### src/common/htmc_pkg.sv
// Functional notes
// - Reading address 0x0F always returns the fixed 8-bit identity code.
// - After reset the block is powered down, measurement logic off.
// - Mode comes from power-down bit, rate field at 0x20, trigger at 0x21.
// - Rate 00 single-shot, 01 1 Hz, 10 7 Hz, 11 12.5 Hz.
// - Continuous mode refreshes both results once per selected output period.
// - Writing 1 to the trigger bit starts one humidity and temperature acquisition when measuring at rate 00 (single-shot).
// - Trigger bit returns to 0 by itself when the triggered acquisition completes.
// - Raw humidity is 16-bit two's complement, low byte 0x28, high 0x29.
// - Raw temperature is 16-bit two's complement, low 0x2A, high 0x2B.
// - Humidity points at 0x30, 0x31 hold twice percent; host halves them.
// - Humidity point counts are signed words at 0x36/0x37 and 0x3A/0x3B.
// - Temperature points are 10-bit eighths; upper bits from 0x35; host divides.
// - Temperature point counts are signed words at 0x3C/0x3D and 0x3E/0x3F.
// - First transfer byte: direction bit on top, 1 read, 0 write, 7-bit address.
package htmc_pkg;

    // Register addresses, 7 bits wide on the serial port
    localparam logic [6:0] ADDR_ID = 7'h0F;
    localparam logic [6:0] ADDR_CTRL = 7'h20;
    localparam logic [6:0] ADDR_TRIG = 7'h21;
    localparam logic [6:0] ADDR_HUM_L = 7'h28;
    localparam logic [6:0] ADDR_HUM_H = 7'h29;
    localparam logic [6:0] ADDR_TEMP_L = 7'h2A;
    localparam logic [6:0] ADDR_TEMP_H = 7'h2B;
    localparam logic [6:0] ADDR_HP0 = 7'h30;
    localparam logic [6:0] ADDR_HP1 = 7'h31;
    localparam logic [6:0] ADDR_TP0_L = 7'h32;
    localparam logic [6:0] ADDR_TP1_L = 7'h33;
    localparam logic [6:0] ADDR_TP_UP = 7'h35;
    localparam logic [6:0] ADDR_HC0_L = 7'h36;
    localparam logic [6:0] ADDR_HC0_H = 7'h37;
    localparam logic [6:0] ADDR_HC1_L = 7'h3A;
    localparam logic [6:0] ADDR_HC1_H = 7'h3B;
    localparam logic [6:0] ADDR_TC0_L = 7'h3C;
    localparam logic [6:0] ADDR_TC0_H = 7'h3D;
    localparam logic [6:0] ADDR_TC1_L = 7'h3E;
    localparam logic [6:0] ADDR_TC1_H = 7'h3F;

    // Field positions
    localparam int CTRL_PD_BIT = 7;
    localparam int CTRL_BDU_BIT = 2;
    localparam int CTRL_RATE_LSB = 0;
    localparam int TRIG_BOOT_BIT = 7;
    localparam int TRIG_HEATER_BIT = 1;
    localparam int TRIG_SHOT_BIT = 0;
    localparam int XFER_DIR_BIT = 7;

    // Arbitrary neutral identity value, not tied to any real part
    localparam logic [7:0] ID_CODE_DEFAULT = 8'h5A;

    // Output rates in millihertz and the system clock
    localparam longint unsigned CLK_HZ = 64'd100000000;
    localparam longint unsigned RATE_1HZ_MHZ = 64'd1000;
    localparam longint unsigned RATE_7HZ_MHZ = 64'd7000;
    localparam longint unsigned RATE_12HZ5_MHZ = 64'd12500;
    localparam longint unsigned MHZ_PER_HZ = 64'd1000;
    // Period in cycles, rounded down
    localparam int unsigned RATE_1HZ_CYC = 32'(CLK_HZ * MHZ_PER_HZ / RATE_1HZ_MHZ);
    localparam int unsigned RATE_7HZ_CYC = 32'(CLK_HZ * MHZ_PER_HZ / RATE_7HZ_MHZ);
    localparam int unsigned RATE_12HZ5_CYC = 32'(CLK_HZ * MHZ_PER_HZ / RATE_12HZ5_MHZ);
    localparam int RATE_CNT_W = 27;

    typedef enum logic [1:0] {
        RATE_SINGLE = 2'b00,
        RATE_1HZ = 2'b01,
        RATE_7HZ = 2'b10,
        RATE_12HZ5 = 2'b11
    } htmc_rate_t;

    typedef enum logic [1:0] {
        ACQ_IDLE = 2'b00,
        ACQ_WAIT = 2'b01
    } htmc_acq_state_t;

    typedef struct packed {
        logic power_down_bit; // 1 = measuring, 0 = powered down
        logic bdu;
        htmc_rate_t rate_select_field;
    } htmc_ctrl_t;

    typedef struct packed {
        logic boot;
        logic heater;
        logic oneshot;
    } htmc_trig_t;

    typedef struct packed {
        logic [7:0] humidity_point0_doubled;
        logic [7:0] humidity_point1_doubled;
        logic [9:0] temperature_point0_eighths;
        logic [9:0] temperature_point1_eighths;
        logic [15:0] humidity_point0_count;
        logic [15:0] humidity_point1_count;
        logic [15:0] temperature_point0_count;
        logic [15:0] temperature_point1_count;
    } htmc_cal_t;

    typedef struct packed {
        logic done;
        logic [15:0] humidity;
        logic [15:0] temperature;
    } htmc_acq_t;

    localparam htmc_ctrl_t CTRL_RESET = '{power_down_bit: 1'b0, bdu: 1'b0, rate_select_field: RATE_SINGLE};
    localparam htmc_trig_t TRIG_RESET = '{boot: 1'b0, heater: 1'b0, oneshot: 1'b0};
    localparam logic [15:0] RESULT_RESET = 16'h0000;

endpackage

### src/rtl/htmc_ctrl.sv
`timescale 1ns/1ps
`default_nettype none
module htmc_ctrl import htmc_pkg::*; #(
    parameter logic [7:0] IDENTITY_CODE = ID_CODE_DEFAULT,
    parameter int unsigned PERIOD_1HZ_CYC = RATE_1HZ_CYC,
    parameter int unsigned PERIOD_7HZ_CYC = RATE_7HZ_CYC,
    parameter int unsigned PERIOD_12HZ5_CYC = RATE_12HZ5_CYC
) (
    input wire logic clk_sys, // 100 MHz system clock
    input wire logic reset, // Synchronous reset, active high
    input wire logic cs_n, // Serial chip select pin, active low
    input wire logic scl, // Serial clock pin, idle high
    input wire logic sda_in, // Serial data pin, input side
    output logic sda_out, // Serial data pin, output side
    output logic sda_oe, // Serial data pin drive enable
    input wire htmc_cal_t cal, // Factory calibration values
    input wire htmc_acq_t acq, // Result from the sensing front end
    output logic acq_start, // One-cycle start of an acquisition
    output logic analog_enable, // Front end powered
    output logic sample_available_flag // New results not yet read
);
    // Pin synchronisers
    logic [2:0] pins_s;
    htmc_sync #(.W(3), .INIT(3'b110)) u_sync (
        .clk_sys(clk_sys),
        .reset(reset),
        .d({cs_n, scl, sda_in}),
        .q(pins_s)
    );

    logic cs_n_s, scl_s, sda_s;
    assign cs_n_s = pins_s[2];
    assign scl_s = pins_s[1];
    assign sda_s = pins_s[0];

    // Serial engine state
    logic scl_prev, next_scl_prev;
    logic [2:0] bit_cnt, next_bit_cnt;
    logic in_data, next_in_data;
    logic rw, next_rw;
    logic [6:0] addr, next_addr;
    logic [7:0] shift_in, next_shift_in;
    logic [7:0] shift_out, next_shift_out;
    logic next_sda_out, next_sda_oe;

    logic scl_rise, scl_fall, byte_done, rd_load, wr_en;
    logic [7:0] byte_in, rd_value;
    logic [6:0] rd_addr;

    // Control, measurement and result state
    htmc_ctrl_t ctrl, next_ctrl;
    htmc_trig_t trig, next_trig;
    htmc_acq_state_t state, next_state;
    logic [RATE_CNT_W-1:0] rate_cnt, next_rate_cnt;
    logic shot, next_shot;
    logic next_acq_start, next_analog_enable;
    logic [15:0] hum, next_hum, temp, next_temp;
    logic next_sample_available;
    logic active, rate_tick, meas_done, go;
    int unsigned period_sel;

    // Edge and byte decode from the synchronised pins
    always_comb begin
        scl_rise = !cs_n_s && !scl_prev && scl_s;
        scl_fall = !cs_n_s && scl_prev && !scl_s;
        byte_in = {shift_in[6:0], sda_s};
        byte_done = scl_rise && (bit_cnt == 3'h7);
        rd_load = byte_done && !in_data && byte_in[XFER_DIR_BIT];
        rd_addr = byte_in[6:0];
        wr_en = byte_done && in_data && !rw;
    end

    // Serial engine: address byte then data byte, repeated while selected
    always_comb begin
        next_scl_prev = scl_s;
        next_bit_cnt = bit_cnt;
        next_in_data = in_data;
        next_rw = rw;
        next_addr = addr;
        next_shift_in = shift_in;
        next_shift_out = shift_out;
        next_sda_out = sda_out;
        next_sda_oe = sda_oe;
        if (cs_n_s) begin
            next_bit_cnt = 3'h0;
            next_in_data = 1'b0;
            next_sda_oe = 1'b0;
        end else if (scl_rise) begin
            next_shift_in = byte_in;
            next_bit_cnt = bit_cnt + 3'h1;
            if (bit_cnt == 3'h7) begin
                next_in_data = !in_data;
                if (!in_data) begin
                    next_rw = byte_in[XFER_DIR_BIT];
                    next_addr = byte_in[6:0];
                    if (rd_load) begin
                        next_shift_out = rd_value;
                    end
                end
            end
        end else if (scl_fall) begin
            // Drive on the falling edge so the host samples a settled bit on rising
            if (in_data && rw) begin
                next_sda_oe = 1'b1;
                next_sda_out = shift_out[7];
                next_shift_out = {shift_out[6:0], 1'b0};
            end else begin
                next_sda_oe = 1'b0;
            end
        end
    end

    always_ff @(posedge clk_sys) begin
        if (reset) begin
            scl_prev <= 1'b1;
            bit_cnt <= 3'h0;
            in_data <= 1'b0;
            rw <= 1'b0;
            addr <= 7'h00;
            shift_in <= 8'h00;
            shift_out <= 8'h00;
            sda_out <= 1'b0;
            sda_oe <= 1'b0;
        end else begin
            scl_prev <= next_scl_prev;
            bit_cnt <= next_bit_cnt;
            in_data <= next_in_data;
            rw <= next_rw;
            addr <= next_addr;
            shift_in <= next_shift_in;
            shift_out <= next_shift_out;
            sda_out <= next_sda_out;
            sda_oe <= next_sda_oe;
        end
    end

    // Read multiplexer; unmapped addresses read as zero
    always_comb begin
        rd_value = 8'h00;
        case (rd_addr)
            ADDR_ID: rd_value = IDENTITY_CODE;
            ADDR_CTRL: begin
                rd_value[CTRL_PD_BIT] = ctrl.power_down_bit;
                rd_value[CTRL_BDU_BIT] = ctrl.bdu;
                rd_value[CTRL_RATE_LSB +: 2] = ctrl.rate_select_field;
            end
            ADDR_TRIG: begin
                rd_value[TRIG_BOOT_BIT] = trig.boot;
                rd_value[TRIG_HEATER_BIT] = trig.heater;
                rd_value[TRIG_SHOT_BIT] = trig.oneshot;
            end
            ADDR_HUM_L: rd_value = hum[7:0];
            ADDR_HUM_H: rd_value = hum[15:8];
            ADDR_TEMP_L: rd_value = temp[7:0];
            ADDR_TEMP_H: rd_value = temp[15:8];
            ADDR_HP0: rd_value = cal.humidity_point0_doubled;
            ADDR_HP1: rd_value = cal.humidity_point1_doubled;
            ADDR_TP0_L: rd_value = cal.temperature_point0_eighths[7:0];
            ADDR_TP1_L: rd_value = cal.temperature_point1_eighths[7:0];
            ADDR_TP_UP: rd_value = {4'h0, cal.temperature_point1_eighths[9:8],
                cal.temperature_point0_eighths[9:8]};
            ADDR_HC0_L: rd_value = cal.humidity_point0_count[7:0];
            ADDR_HC0_H: rd_value = cal.humidity_point0_count[15:8];
            ADDR_HC1_L: rd_value = cal.humidity_point1_count[7:0];
            ADDR_HC1_H: rd_value = cal.humidity_point1_count[15:8];
            ADDR_TC0_L: rd_value = cal.temperature_point0_count[7:0];
            ADDR_TC0_H: rd_value = cal.temperature_point0_count[15:8];
            ADDR_TC1_L: rd_value = cal.temperature_point1_count[7:0];
            ADDR_TC1_H: rd_value = cal.temperature_point1_count[15:8];
            default: rd_value = 8'h00;
        endcase
    end

    // Control registers; a host write of the trigger wins over the self-clear
    always_comb begin
        next_ctrl = ctrl;
        next_trig = trig;
        if (meas_done && shot) begin
            next_trig.oneshot = 1'b0;
        end
        if (wr_en && addr == ADDR_CTRL) begin
            next_ctrl.power_down_bit = byte_in[CTRL_PD_BIT];
            next_ctrl.bdu = byte_in[CTRL_BDU_BIT];
            next_ctrl.rate_select_field = htmc_rate_t'(byte_in[CTRL_RATE_LSB +: 2]);
        end
        if (wr_en && addr == ADDR_TRIG) begin
            next_trig.boot = byte_in[TRIG_BOOT_BIT];
            next_trig.heater = byte_in[TRIG_HEATER_BIT];
            next_trig.oneshot = byte_in[TRIG_SHOT_BIT];
        end
    end

    always_ff @(posedge clk_sys) begin
        if (reset) begin
            ctrl <= CTRL_RESET;
            trig <= TRIG_RESET;
        end else begin
            ctrl <= next_ctrl;
            trig <= next_trig;
        end
    end

    // Rate divider and acquisition sequencer
    always_comb begin
        active = ctrl.power_down_bit;
        case (ctrl.rate_select_field)
            RATE_1HZ: period_sel = PERIOD_1HZ_CYC;
            RATE_7HZ: period_sel = PERIOD_7HZ_CYC;
            RATE_12HZ5: period_sel = PERIOD_12HZ5_CYC;
            default: period_sel = 0;
        endcase
        next_rate_cnt = rate_cnt + 1'b1;
        rate_tick = 1'b0;
        if (!active || ctrl.rate_select_field == RATE_SINGLE) begin
            next_rate_cnt = '0;
        end else if (rate_cnt >= RATE_CNT_W'(period_sel - 1)) begin
            next_rate_cnt = '0;
            rate_tick = 1'b1;
        end
        // Restart on any control write, so a shorter new period never meets an overshot count
        if (wr_en && addr == ADDR_CTRL) begin
            next_rate_cnt = '0;
        end
        go = active && (rate_tick || (ctrl.rate_select_field == RATE_SINGLE && trig.oneshot));
        meas_done = (state == ACQ_WAIT) && active && acq.done;
        next_state = state;
        next_shot = shot;
        next_acq_start = 1'b0;
        next_analog_enable = active;
        case (state)
            ACQ_IDLE: begin
                if (go) begin
                    // A tick that lands during an acquisition is dropped, not queued
                    next_acq_start = 1'b1;
                    next_shot = !rate_tick;
                    next_state = ACQ_WAIT;
                end
            end
            ACQ_WAIT: begin
                if (!active || acq.done) begin
                    next_state = ACQ_IDLE;
                    next_shot = 1'b0;
                end
            end
            default: next_state = ACQ_IDLE;
        endcase
    end

    always_ff @(posedge clk_sys) begin
        if (reset) begin
            state <= ACQ_IDLE;
            rate_cnt <= '0;
            shot <= 1'b0;
            acq_start <= 1'b0;
            analog_enable <= 1'b0;
        end else begin
            state <= next_state;
            rate_cnt <= next_rate_cnt;
            shot <= next_shot;
            acq_start <= next_acq_start;
            analog_enable <= next_analog_enable;
        end
    end

    // Result capture; a new sample wins over a read in the same cycle
    always_comb begin
        next_hum = hum;
        next_temp = temp;
        next_sample_available = sample_available_flag;
        if (rd_load && rd_addr >= ADDR_HUM_L && rd_addr <= ADDR_TEMP_H) begin
            next_sample_available = 1'b0;
        end
        if (meas_done) begin
            next_hum = acq.humidity;
            next_temp = acq.temperature;
            next_sample_available = 1'b1;
        end
    end

    always_ff @(posedge clk_sys) begin
        if (reset) begin
            hum <= RESULT_RESET;
            temp <= RESULT_RESET;
            sample_available_flag <= 1'b0;
        end else begin
            hum <= next_hum;
            temp <= next_temp;
            sample_available_flag <= next_sample_available;
        end
    end
endmodule
`default_nettype wire

### src/rtl/htmc_sync.sv
`timescale 1ns/1ps
`default_nettype none
module htmc_sync #(
    parameter int W = 1,
    parameter logic [W-1:0] INIT = '0
) (
    input wire logic clk_sys, // System clock
    input wire logic reset, // Synchronous reset, active high
    input wire logic [W-1:0] d, // Asynchronous inputs
    output logic [W-1:0] q // Synchronised outputs
);
    logic [W-1:0] meta;

    // Two stages; only the second stage is visible to logic
    always_ff @(posedge clk_sys) begin
        if (reset) begin
            meta <= INIT;
            q <= INIT;
        end else begin
            meta <= d;
            q <= meta;
        end
    end
endmodule
`default_nettype wire

### config.mk
export PLATFORM = sky130hd
export DESIGN_NAME = htmc_ctrl
export DESIGN_NICKNAME = d
export VERILOG_FILES = /design/src/common/htmc_pkg.sv /design/src/rtl/htmc_ctrl.sv /design/src/rtl/htmc_sync.sv
export SDC_FILE = /design/constraint.sdc
export NUM_CORES = 1
export LEC_CHECK = 0
export BUFFER_PORTS_ARGS = -buffer_cell sky130_fd_sc_hd__buf_2
export CORE_MARGIN = 2
export CORE_UTILIZATION = 45
export DETAILED_ROUTE_END_ITERATION = 6
export GPL_ROUTABILITY_DRIVEN = 0
export PLACE_DENSITY = 0.66
export SETUP_SLACK_MARGIN = 0.4
export SLEW_MARGIN = 20
export SYNTH_ARGS = -nofsm -noshare
export SYNTH_HDL_FRONTEND = slang
export SYNTH_HIERARCHICAL = 1
export SYNTH_SLANG_ARGS = --single-unit
### constraint.sdc
create_clock -name clk_sys -period 7.3 [get_ports clk_sys]
set_input_delay 0 -clock clk_sys [delete_from_list [all_inputs] [get_ports clk_sys]]
set_output_delay 0 -clock clk_sys [all_outputs]
set_load 0.05 [all_outputs]
Yosys cells after proc, flatten, opt, wreduce, memory -nomap -nowiden. Index checks and enable logic that the tools add are counted.

Input port bits: 138. Register bits: 108. Output and inout bits: 5. Word-level logic and storage cells: 139.

Reductions and logical operators: 47. Multiplexer cells: 25. Eq/ne operators: 32. Bitwise operators: 4. $add $sub $neg: 3. $lt $le $gt $ge: 3.

Operator list (number): $eq 7x6->1 const B (21); $pmux 27 s3 (1); $pmux 4 s18 (1); $mux 8 (6); $pmux 2 s20 (1); $pmux 1 s18 (2); $add 27x1->27 const B (1); $ge 27x27->1 (1); $sub 27x1->27 const B (1); $logic_and 1x1->1 (19); $mux 1 (10); $reduce_bool 2->1 (5); $reduce_and 2->1 (4); $reduce_and 4->1 (2); $eq 7x4->1 const B (1); $ge 7x6->1 const B (1); $le 7x6->1 const B (1); $logic_not 1->1 (7); $ne 2x1->1 const B (3); $reduce_and 6->1 (1); $eq 2x1->1 const B (2); $eq 2x2->1 const B (2); $logic_not 2->1 (2); $mux 2 (2); 10 further kinds (17).

Depth between registers and ports, before layout. Gate-level depths: netlist of run 1.

Word-level depth: 10. Depth in mapped cells: 13. Gate-level depth less buffers: 10.

Cells and area by module. Netlist of run 1, hierarchy kept.

By module, submodules not included: htmc_ctrl (sequential area each 2021.9 µm², instances 1, cells an instance 743, area each 5941.9 µm²); htmc_sync (sequential area each 120.1 µm², instances 1, cells an instance 12, area each 157.7 µm²).

Worst setup path before layout of run 1. No wires, ideal clock.

Kind: reg-to-reg. Start point: register ctrl[0] in the netlist's numbering. End point: register rate_cnt[3]. Stages on the path, launching flop included: 14. Data required time: 7.238 ns. Setup time: 0.062 ns. Setup slack: 4.352 ns. Arrival: 2.886 ns. Cells stage by stage: dfxtp_1 inv_1 ha_1 clkbuf_1 xnor2_1 ha_1 nand4_1 nor4_1 a22oi_1 o2111ai_1 or4_1 buf_4 buf_12 nor2_4.

Longest elaborated chain between the ends: 5.

Ends and longest elaborated chain: start, declared (line htmc_ctrl.sv:51) `htmc_ctrl_t ctrl, next_ctrl;`; start signal, assigned (line htmc_ctrl.sv:198) `ctrl <= next_ctrl;`; $eq 2x2->1 / $eq 2x1->1 (equally long branches) (line htmc_ctrl.sv:206) `case (ctrl.rate_select_field)`; $pmux 27 s3 (line htmc_ctrl.sv:206); $sub 27x1->27 (line htmc_ctrl.sv:216) `end else if (rate_cnt >= RATE_CNT_W'(period_sel - 1)) begin`; $ge 27x27->1 (line htmc_ctrl.sv:216); $reduce_or 4->1 (no line) *; end signal, assigned (line htmc_ctrl.sv:258) `rate_cnt <= next_rate_cnt;`; end, declared (line htmc_ctrl.sv:54) `logic [RATE_CNT_W-1:0] rate_cnt, next_rate_cnt;`.

Every way passes the cells marked *; elsewhere a longest branch is shown, timed or not. A chain may end at the register's enable or synchronous reset.

Worst setup path after layout of run 1.
Start point: register ctrl[0] in the netlist's numbering. End point: register rate_cnt[14].

The elaborated chain is that of the path after synthesis.

==> results.yml, run 1 <==
critical_path:
  reg2reg_slack_ns: 3.87
  required_ns: 7.53
  criticalPathCategory: "reg -> reg"
  endpoint_kind: "flip-flop"
  cp-start-kind: "flip-flop"
  crit_fanout: 27
  critPathArrivalTime_ns: 3.66
timing:
  hold_ws_ns: 0.0849
  slew_viol_final: 0
  timing.slew.headroom_pct: 39.5
  tns_ns: 0
  worstMarginPinSlew_ns: 0.904
  period_minus_slack_ns: 3.43
  rsz0062_at_grt: "false"
  hold_viol: 0
  setup_violations: 0
  fin_worst_skew_ns: 0.00894
  finalCritPeriodShare_pct: 46.9
  setup_ws_ns: 3.87
  maxClockFrequency_ghz: 0.292
routing:
  drt_iter0_drc: 481
  vias: 6101
  viasPerCell: 5.63
  route.detailed.drc: 0
  drt-total-wl_um: 18600
  ant_nets: 0
  wl_per_cell_um: 17.2
  dr.pass1.iters: 5
pwr:
  power_mw: 1.18
  power_density_mw_per_mm2: 156
  ir_worst_vdd_v: 0.000143
  leakagePower_nw: 2.84
placement:
  place_inst: 1030
  dp_hpwl_um: 13300
  preCtsSetupSlack_ns: 3.92
  placed_area_mm2: 0.00688
  numPortBuffers: 142
clock_tree:
  clock_latency_ns: 0.36
  cts_resized: 0
  postCtsSetupBuffers: 0
  clk_pin_slew_ns: 0.08
  cts_buffers: 9
  cts_buffer_depth: 2
  cts.sinks: 107
  ctsHoldBuffers: 36
  root_buffer: "clkbuf_16"
  htreeDepth: 3
  cts_tree: "yes"
logic_synthesis:
  synth_top_area_share_pct: 35.1
  synth_edf_count: 0
  synth_ff_type: "dfxtp_1"
  yosys.area.top_type: "dfxtp_1"
  yosys_warnings: 6
  synth_cells: 755
  synthDistinctLibCells: 60
  ys_async_sr_fraction_pct: 0
  netlist_area_mm2: 0.00610
  ys_top_cells_by_area: "dfxtp_1 35%, nand2_1 8.0%, ha_1 5.7%"
  synth-seq-cells: 107
  syn_nets: 921
  synth_seq_area_share_pct: 35.1
  avgSynthCellArea_um2: 8.08
global_route:
  track_usage_pct: 25.5
  grt_max_degree: 79
  grt_overflow: 0
  antenna_found_initial: 1
  grt_pass1_vias: 5914
  grt_first_pass_wirelength_um: 29400
flow_run:
  maxCapViolations: 0
worst_hold_path:
  hp-class: "in -> reg"
floorplanning:
  dieArea_mm2: 0.0145
  num_rows: 42
  start_util_pct: 46.1
  coreArea_mm2: 0.0132
  die_h_um: 120
  die_w_um: 120
  io_pins: 143
layout:
  syn_to_final_growth_pct: 23.8
  final_nets: 1067
  stdcell_area_mm2: 0.00755
  utilization_pct: 57.0
  drive_gt1_share_pct: 21.6
  final_cells: 1083
run_status:
  status: "finished, final reports clean"
## flip-flops by register name (all words and copies together) (netlist names), 7 cells and up
signal	count
shift_in	7
addr	7
rate_cnt	27
hum	16
shift_out	8
temp	16
## power by group
group / total (mW) / switching [mW] / internal, mW
Combinational: 0.0804 / 0.0331 / 0.0473
Sequential: 0.586 / 0.00103 / 0.585
Clock: 0.511 / 0.232 / 0.279
Total: 1.18 / 0.266 / 0.911
## worst max-delay path, stage by stage (launching register included)
cell       delay (ns)
dfxtp_1          0.51
inv_1            0.13
ha_1             0.33
xnor2_1          0.22
ha_1             0.35
nand4_1          0.16
nor4_1           0.40
nand4_1          0.15
o2111ai_1        0.37
or4_1            0.18
buf_4            0.38
nor2_1           0.10
## worst paths after layout
kind	to	cells past startpoint	from
max	rate_cnt[14]	11	ctrl[0]
min	shift_out[0]	5	cal[24]
max reg2reg	rate_cnt[14]	11	ctrl[0]
min reg2reg	u_sync/q[0]	1	u_sync/meta[0]
## final cells by class
type                            instances  area, um2
Sequential cell                       107       2140
Antenna cell                            1       2.50
Fill cell                            1230       5690
Inverter                               13       48.8
Clock inverter                          6       68.8
Timing Repair Buffer                  187       1140
Multi-Input combinational cell        583       3690
Tap cell                              176        220
Clock buffer                           10        239
## logic make-up (layout without fill, tap and decap cells)
group | Yosys count | count (layout) | synth area share [%]
AO/OA/AOI/OAI | 159 | 159 | 16.8
XOR/XNOR | 30 | 30 | 4.31
adder cells (fa/ha/maj) | 28 | 28 | 5.74
buffers and inverters | 65 | 216 | 4.55
flip-flops | 107 | 107 | 35.1
multiplexers | 41 | 41 | 7.67
other | 0 | 1 | 0
AND/OR/NAND/NOR | 325 | 325 | 25.8
## Yosys cell counts, types with 3 or more instances
cell type	instances
buf_2	5
a22oi_1	14
xnor2_1	13
nor2_2	3
and3_1	7
nor4_1	3
or2_2	3
nand3_1	31
nand2b_1	6
o211ai_1	8
buf_1	5
a211oi_1	6
mux2i_1	31
or3_1	3
a21oi_1	59
a22o_1	10
nand3b_1	6
nor3_1	15
a32oi_1	5
nor2_1	63
nand4_1	17
nand4b_1	4
o22ai_1	3
inv_1	13
xor2_1	17
o21ai_0	27
nor2b_1	9
and2_1	3
a2111oi_0	4
mux2_2	6
a31oi_1	3
ha_1	28
nand2_1	130
dfxtp_1	107
or2_1	4
clkbuf_1	39
a221oi_1	5
mux4_2	4
nor2_4	8
## per-layer routing
metal | vias to the layer above | global-route usage (%) | wire, um
li1 | 2972 | - | -
met1 | 2847 | 34.8 | 8000
met2 | 241 | 39.6 | 8680
met3 | 41 | 6.42 | 1470
met4 | 0 | 7.85 | 444
met5 | - | 0 | 0
## placed cells by master, fill, tap and decap left out, drive strengths merged, types with 4 or more instances in the layout
cell type	n
buf	151
dlygate4sd3	36
nand3b	6
dfxtp	107
nor2	74
a21oi	59
mux2	6
a211oi	6
mux2i	31
a2111oi	5
nand3	31
nor2b	9
or2	7
o211ai	8
xor2	17
a221oi	5
and3	7
mux4	4
o21ai	27
xnor2	13
nand4	17
nand2b	6
inv	16
a22oi	14
nor3	15
a32oi	5
clkbuf	10
and2	4
a22o	10
nand2	130
nand4b	4
ha	28
Power figures use the tool's default switching activity.
==> run 2: changes to the inputs <==
PLACE_DENSITY = 0.68   (was 0.66)
clock period = 3.1 ns   (was 7.3 ns; I/O delays follow)
==> results.yml, run 2 (synthesis results as in run 1) <==
layout:
  top_register: "rate_cnt"
  reg_top3: "rate_cnt x27, hum x16, temp x16"
  num_antenna_cells: 0
  syn_to_final_growth_pct: 31.6
  final_common_cell: "buf_2"
  largest_register_ffs: 27
  drive_gt1_share_pct: 26.2
  layout_common_cells: "142 x buf_2, 129 x nand2_1, 104 x dfxtp_1, 58 x a21oi_1, 57 x nor2_1"
  final_nets: 1092
placement:
  dp_hpwl_um: 13200
  numPortBuffers: 142
timing:
  worstMarginPinSlew_ns: 0.708
  rsz0062_at_grt: "true"
  setup_violations: 0
  finalCritPeriodShare_pct: 92.4
  slew_viol_final: 0
  fin_worst_skew_ns: 0.00729
  hold_ws_ns: 0.0881
  maxClockFrequency_ghz: 0.349
  period_minus_slack_ns: 2.87
  tns_ns: 0
  hold_viol: 0
  timing.slew.headroom_pct: 52.5
global_route:
  grt_max_degree: 42
  track_usage_pct: 25.1
  antenna_found_initial: 0
  grt_overflow: 0
  grt_pass1_vias: 5893
  grt_first_pass_wirelength_um: 28900
critical_path:
  criticalPathCategory: "reg -> reg"
  cp-start-kind: "flip-flop"
  reg2reg_slack_ns: 0.23
  crit_fanout: 6
  required_ns: 3.39
  endpoint_kind: "flip-flop"
  critPathArrivalTime_ns: 3.16
pwr:
  ir_worst_vdd_v: 0.000336
  leakagePower_nw: 3.04
  power_density_mw_per_mm2: 350
clock_tree:
  cts.sinks: 107
  cts_buffer_depth: 2
  clock_latency_ns: 0.36
  htreeDepth: 3
  root_buffer: "clkbuf_16"
  cts_buffers: 9
  clk_pin_slew_ns: 0.07
  cts_tree: "yes"
routing:
  wl_per_cell_um: 16.9
  drt-total-wl_um: 18700
  vias: 6071
  viasPerCell: 5.48
  drt_iter0_drc: 533
  ant_nets: 0
  route.detailed.drc: 0
  dr.pass1.iters: 5
floorplanning:
  start_util_pct: 46.1
  die_w_um: 120
  io_pins: 143
  coreArea_mm2: 0.0132
  num_rows: 42
  die_h_um: 120
  dieArea_mm2: 0.0145
worst_hold_path:
  hp-class: "in -> reg"
flow_run:
  maxCapViolations: 0
run_status:
  status: "finished, final reports clean"
-- run 2: stage by stage --
stage	cells	util [%]	power [mW]	cell area (um2)	setup WS (ns)
finish	1107	60.6	2.81	8030	0.234
global route	1107	60.6	2.90	8030	0.190
CTS	1102	58.6	2.83	7760	0.394
detailed placement	1048	53.0	1.56	7020	0.142
global placement	1048	53.0	1.56	7020	0.194
floorplan	755	-	1.46	6130	0.386
-- run 2: final timing paths --
check | start | end | cells past startpoint
worst max register to register | ctrl[0] | rate_cnt[21] | 9
worst min-delay path | cal[24] | shift_out[0] | 5
worst min register to register | u_sync/meta[1] | u_sync/q[1] | 1
worst max-delay path | ctrl[0] | rate_cnt[21] | 9
-- run 2: worst max-delay path: stages (launching register included) --
cell and delay (ns):
dfxtp_4 0.38, ha_1 0.23, ha_1 0.32, and2_0 0.20, a221o_1 0.33, a22oi_2 0.21
o2111ai_2 0.18, or4_4 0.63, clkbuf_16 0.21, nor2_4 0.10
-- run 2: final cells by class --
| cell class | count | area, um2 |
|---|---|---|
| clock inverters | 7 | 96.3 |
| inverters | 13 | 56.3 |
| repair buffers | 212 | 1380 |
| multi-input cells | 583 | 3900 |
| well taps | 176 | 220 |
| fillers | 1205 | 5220 |
| flip-flops and latches | 107 | 2150 |
| clock buffers | 9 | 225 |
-- run 2: where the power goes --
part / switching (mW) / internal [mW] / total [mW] / leakage, nW
registers: 0.00617 / 1.38 / 1.38 / 0.865
clock network: 0.530 / 0.714 / 1.24 / 0.161
logic: 0.0715 / 0.113 / 0.184 / 2.01
-- run 2: per-layer routing --
layer  wire (um)  global-route usage, %  vias to the layer above
li1            -                      -                     3014
met1        8430                   34.1                     2836
met2        8830                   40.2                      195
met3        1160                   5.80                       26
met4         310                   6.61                        0
met5           0                      0                        -
-- run 2: what timing repair did --
action	4_1_cts	5_1_grt
endpoints found under the setup margin	28	29
endpoints found under the hold margin	37	0
resized for setup	13	32
hold buffers	36	0
cloned	0	3
pin swaps	3	16
setup buffers	2	2
==> run 3: changes to the inputs <==
PLACE_DENSITY = 0.66   (was 0.68)
clock period = 3.5 ns   (was 3.1 ns; I/O delays follow)
==> results.yml, run 3 (synthesis results as in run 1) <==
run_status:
  status: "finished, final reports clean"
clock_tree:
  cts_buffer_depth: 2
  cts_tree: "yes"
  cts_buffers: 9
  clk_pin_slew_ns: 0.07
  cts.sinks: 107
  htreeDepth: 3
  clock_latency_ns: 0.36
  root_buffer: "clkbuf_16"
global_route:
  grt_max_degree: 78
  grt_overflow: 0
  antenna_found_initial: 0
  track_usage_pct: 25.5
  grt_first_pass_wirelength_um: 29300
  grt_pass1_vias: 5811
critical_path:
  crit_top_cell: "ha_1"
  cp-start-kind: "flip-flop"
  required_ns: 3.80
  cpPeakStageDelay_ns: 0.58
  worst_r2r_path_depth: 11
  reg2reg_slack_ns: 0.57
  worstPathCellList: "inv_1, ha_1, xnor2_2, ha_1, nand4_1, nor4_1, a22oi_1, o2111ai_2, or4_1, buf_8, nor2_1"
  crit_fanout: 27
  critPathArrivalTime_ns: 3.23
  endpoint_kind: "flip-flop"
  slowest_stage: "or4_1"
  criticalPathCategory: "reg -> reg"
  reg2reg_from: "ctrl[1]"
  r2r-end: "rate_cnt[10]"
worst_hold_path:
  min_from: "reset"
  holdPathStages: 3
  hp-class: "in -> reg"
  min_to: "state[0]"
flow_run:
  maxCapViolations: 0
placement:
  numPortBuffers: 142
  place_inst: 1037
  dp_hpwl_um: 13500
  preCtsSetupSlack_ns: 0.190
floorplanning:
  io_pins: 143
  die_w_um: 120
  coreArea_mm2: 0.0132
  num_rows: 42
  die_h_um: 120
  dieArea_mm2: 0.0145
  start_util_pct: 46.1
layout:
  syn_to_final_growth_pct: 25.5
  drive_gt1_share_pct: 22.6
  reg_top3: "rate_cnt x27, hum x16, temp x16"
  largest_register_ffs: 27
  top_register: "rate_cnt"
  final_nets: 1074
  final_common_cell: "buf_2"
  layout_common_cells: "142 x buf_2, 130 x nand2_1, 104 x dfxtp_1, 63 x nor2_1, 59 x a21oi_1"
  utilization_pct: 57.8
  final_cells: 1090
timing:
  worstMarginPinSlew_ns: 0.799
  tns_ns: 0
  fin_worst_skew_ns: 0.00752
  hold_viol: 0
  finalCritPeriodShare_pct: 83.8
  maxClockFrequency_ghz: 0.341
  timing.slew.headroom_pct: 46.3
  period_minus_slack_ns: 2.93
  slew_viol_final: 0
  setup_ws_ns: 0.566
  rsz0062_at_grt: "false"
  setup_violations: 0
routing:
  drt-total-wl_um: 18600
  dr.pass1.iters: 5
  route.detailed.drc: 0
  viasPerCell: 5.67
  wl_per_cell_um: 17.0
  vias: 6177
  ant_nets: 0
  drt_iter0_drc: 545
pwr:
  power_density_mw_per_mm2: 329
  power_frac_seq_pct: 48.7
  leakagePower_nw: 2.91
  switching_share_pct: 22.2
  netSwitchingPower_mw: 0.559
  clkPwrFrac_pct: 44.8
  comb_power_share_pct: 6.5
  ir_worst_vdd_v: 0.000243
  p_int_mw: 1.96
==> run 3: cell types whose count changed in the layout (fill, tap and decap cells not counted), moves of 2 or more <==
cell,change
ha_4,-7
buf_4,-13
clkinv_2,-2
clkbuf_16,-2
o21ai_0,+2
buf_6,-2
ha_1,+7
nor2_1,+6
nor2_4,-7
inv_1,+2
==> run 3: worst max-delay path by stage <==
stage | startpoint | end | slack [ns] | cells past startpoint
after floorplan | ctrl[0] | rate_cnt[3] | 0.55 | 13
after global placement | ctrl[0] | rate_cnt[16] | 0.36 | 11
after detailed placement | ctrl[0] | rate_cnt[19] | 0.19 | 11
after CTS | ctrl[1] | rate_cnt[7] | 0.47 | 11
after global routing | ctrl[1] | rate_cnt[17] | 0.40 | 11
final | ctrl[1] | rate_cnt[10] | 0.57 | 11
==> run 3: what timing repair did <==
item,CTS,global route
hold buffers,36,0
setup buffers,0,0
endpoints found under the hold margin,37,0
cloned,0,0
endpoints found under the setup margin,27,27
pin swaps,0,1
resized for setup,5,4
==> run 3: power by group through the flow <==
stage               Combinational [mW]  Sequential (mW)  Clock, mW
floorplan                       0.0426             1.25          0
global placement                 0.130             1.25          0
detailed placement               0.130             1.25          0
CTS                              0.161             1.23       1.15
global route                     0.176             1.23       1.20
finish                           0.164             1.22       1.13
==> run 3: cell type report <==
class	instances	area [um2]
Fill cell	1213	5590
Multi-Input combinational cell	583	3710
Sequential cell	107	2150
Timing Repair Buffer	194	1200
Clock buffer	9	225
Tap cell	176	220
Clock inverter	7	105
Inverter	13	48.8
Antenna cell	1	2.50
==> run 3: per-layer routing <==
metal  vias to the layer above  global-route usage (%)  wire [um]
met5                         -                       0          0
met4                         0                    6.54        400
met3                        35                    7.08       1480
met2                       266                    39.9       8600
met1                      2890                    34.6       8080
li1                       2986                       -          -
==> run 3: critical path: cells and delay by family (launching register included) <==
family	cells	cell delay, ns
xor gates and xnor gates	1	0.25
AOI/OAI and AO/OA	2	0.41
buffers and inverters	2	0.34
DFF	1	0.38
and+or+nand+nor	4	0.92
adders and majority gates	2	0.57
==> run 3: per-stage QoR <==
step,hold slack (ns),power [mW],cell area [um2]
3_5_place_dp,0.193,1.38,6920
3_3_place_gp,0.179,1.38,6920
2_1_floorplan,0.0716,1.29,6100
4_1_cts,0.000395,2.54,7630
5_1_grt,0.0239,2.60,7650
6_report,0.0137,2.52,7650
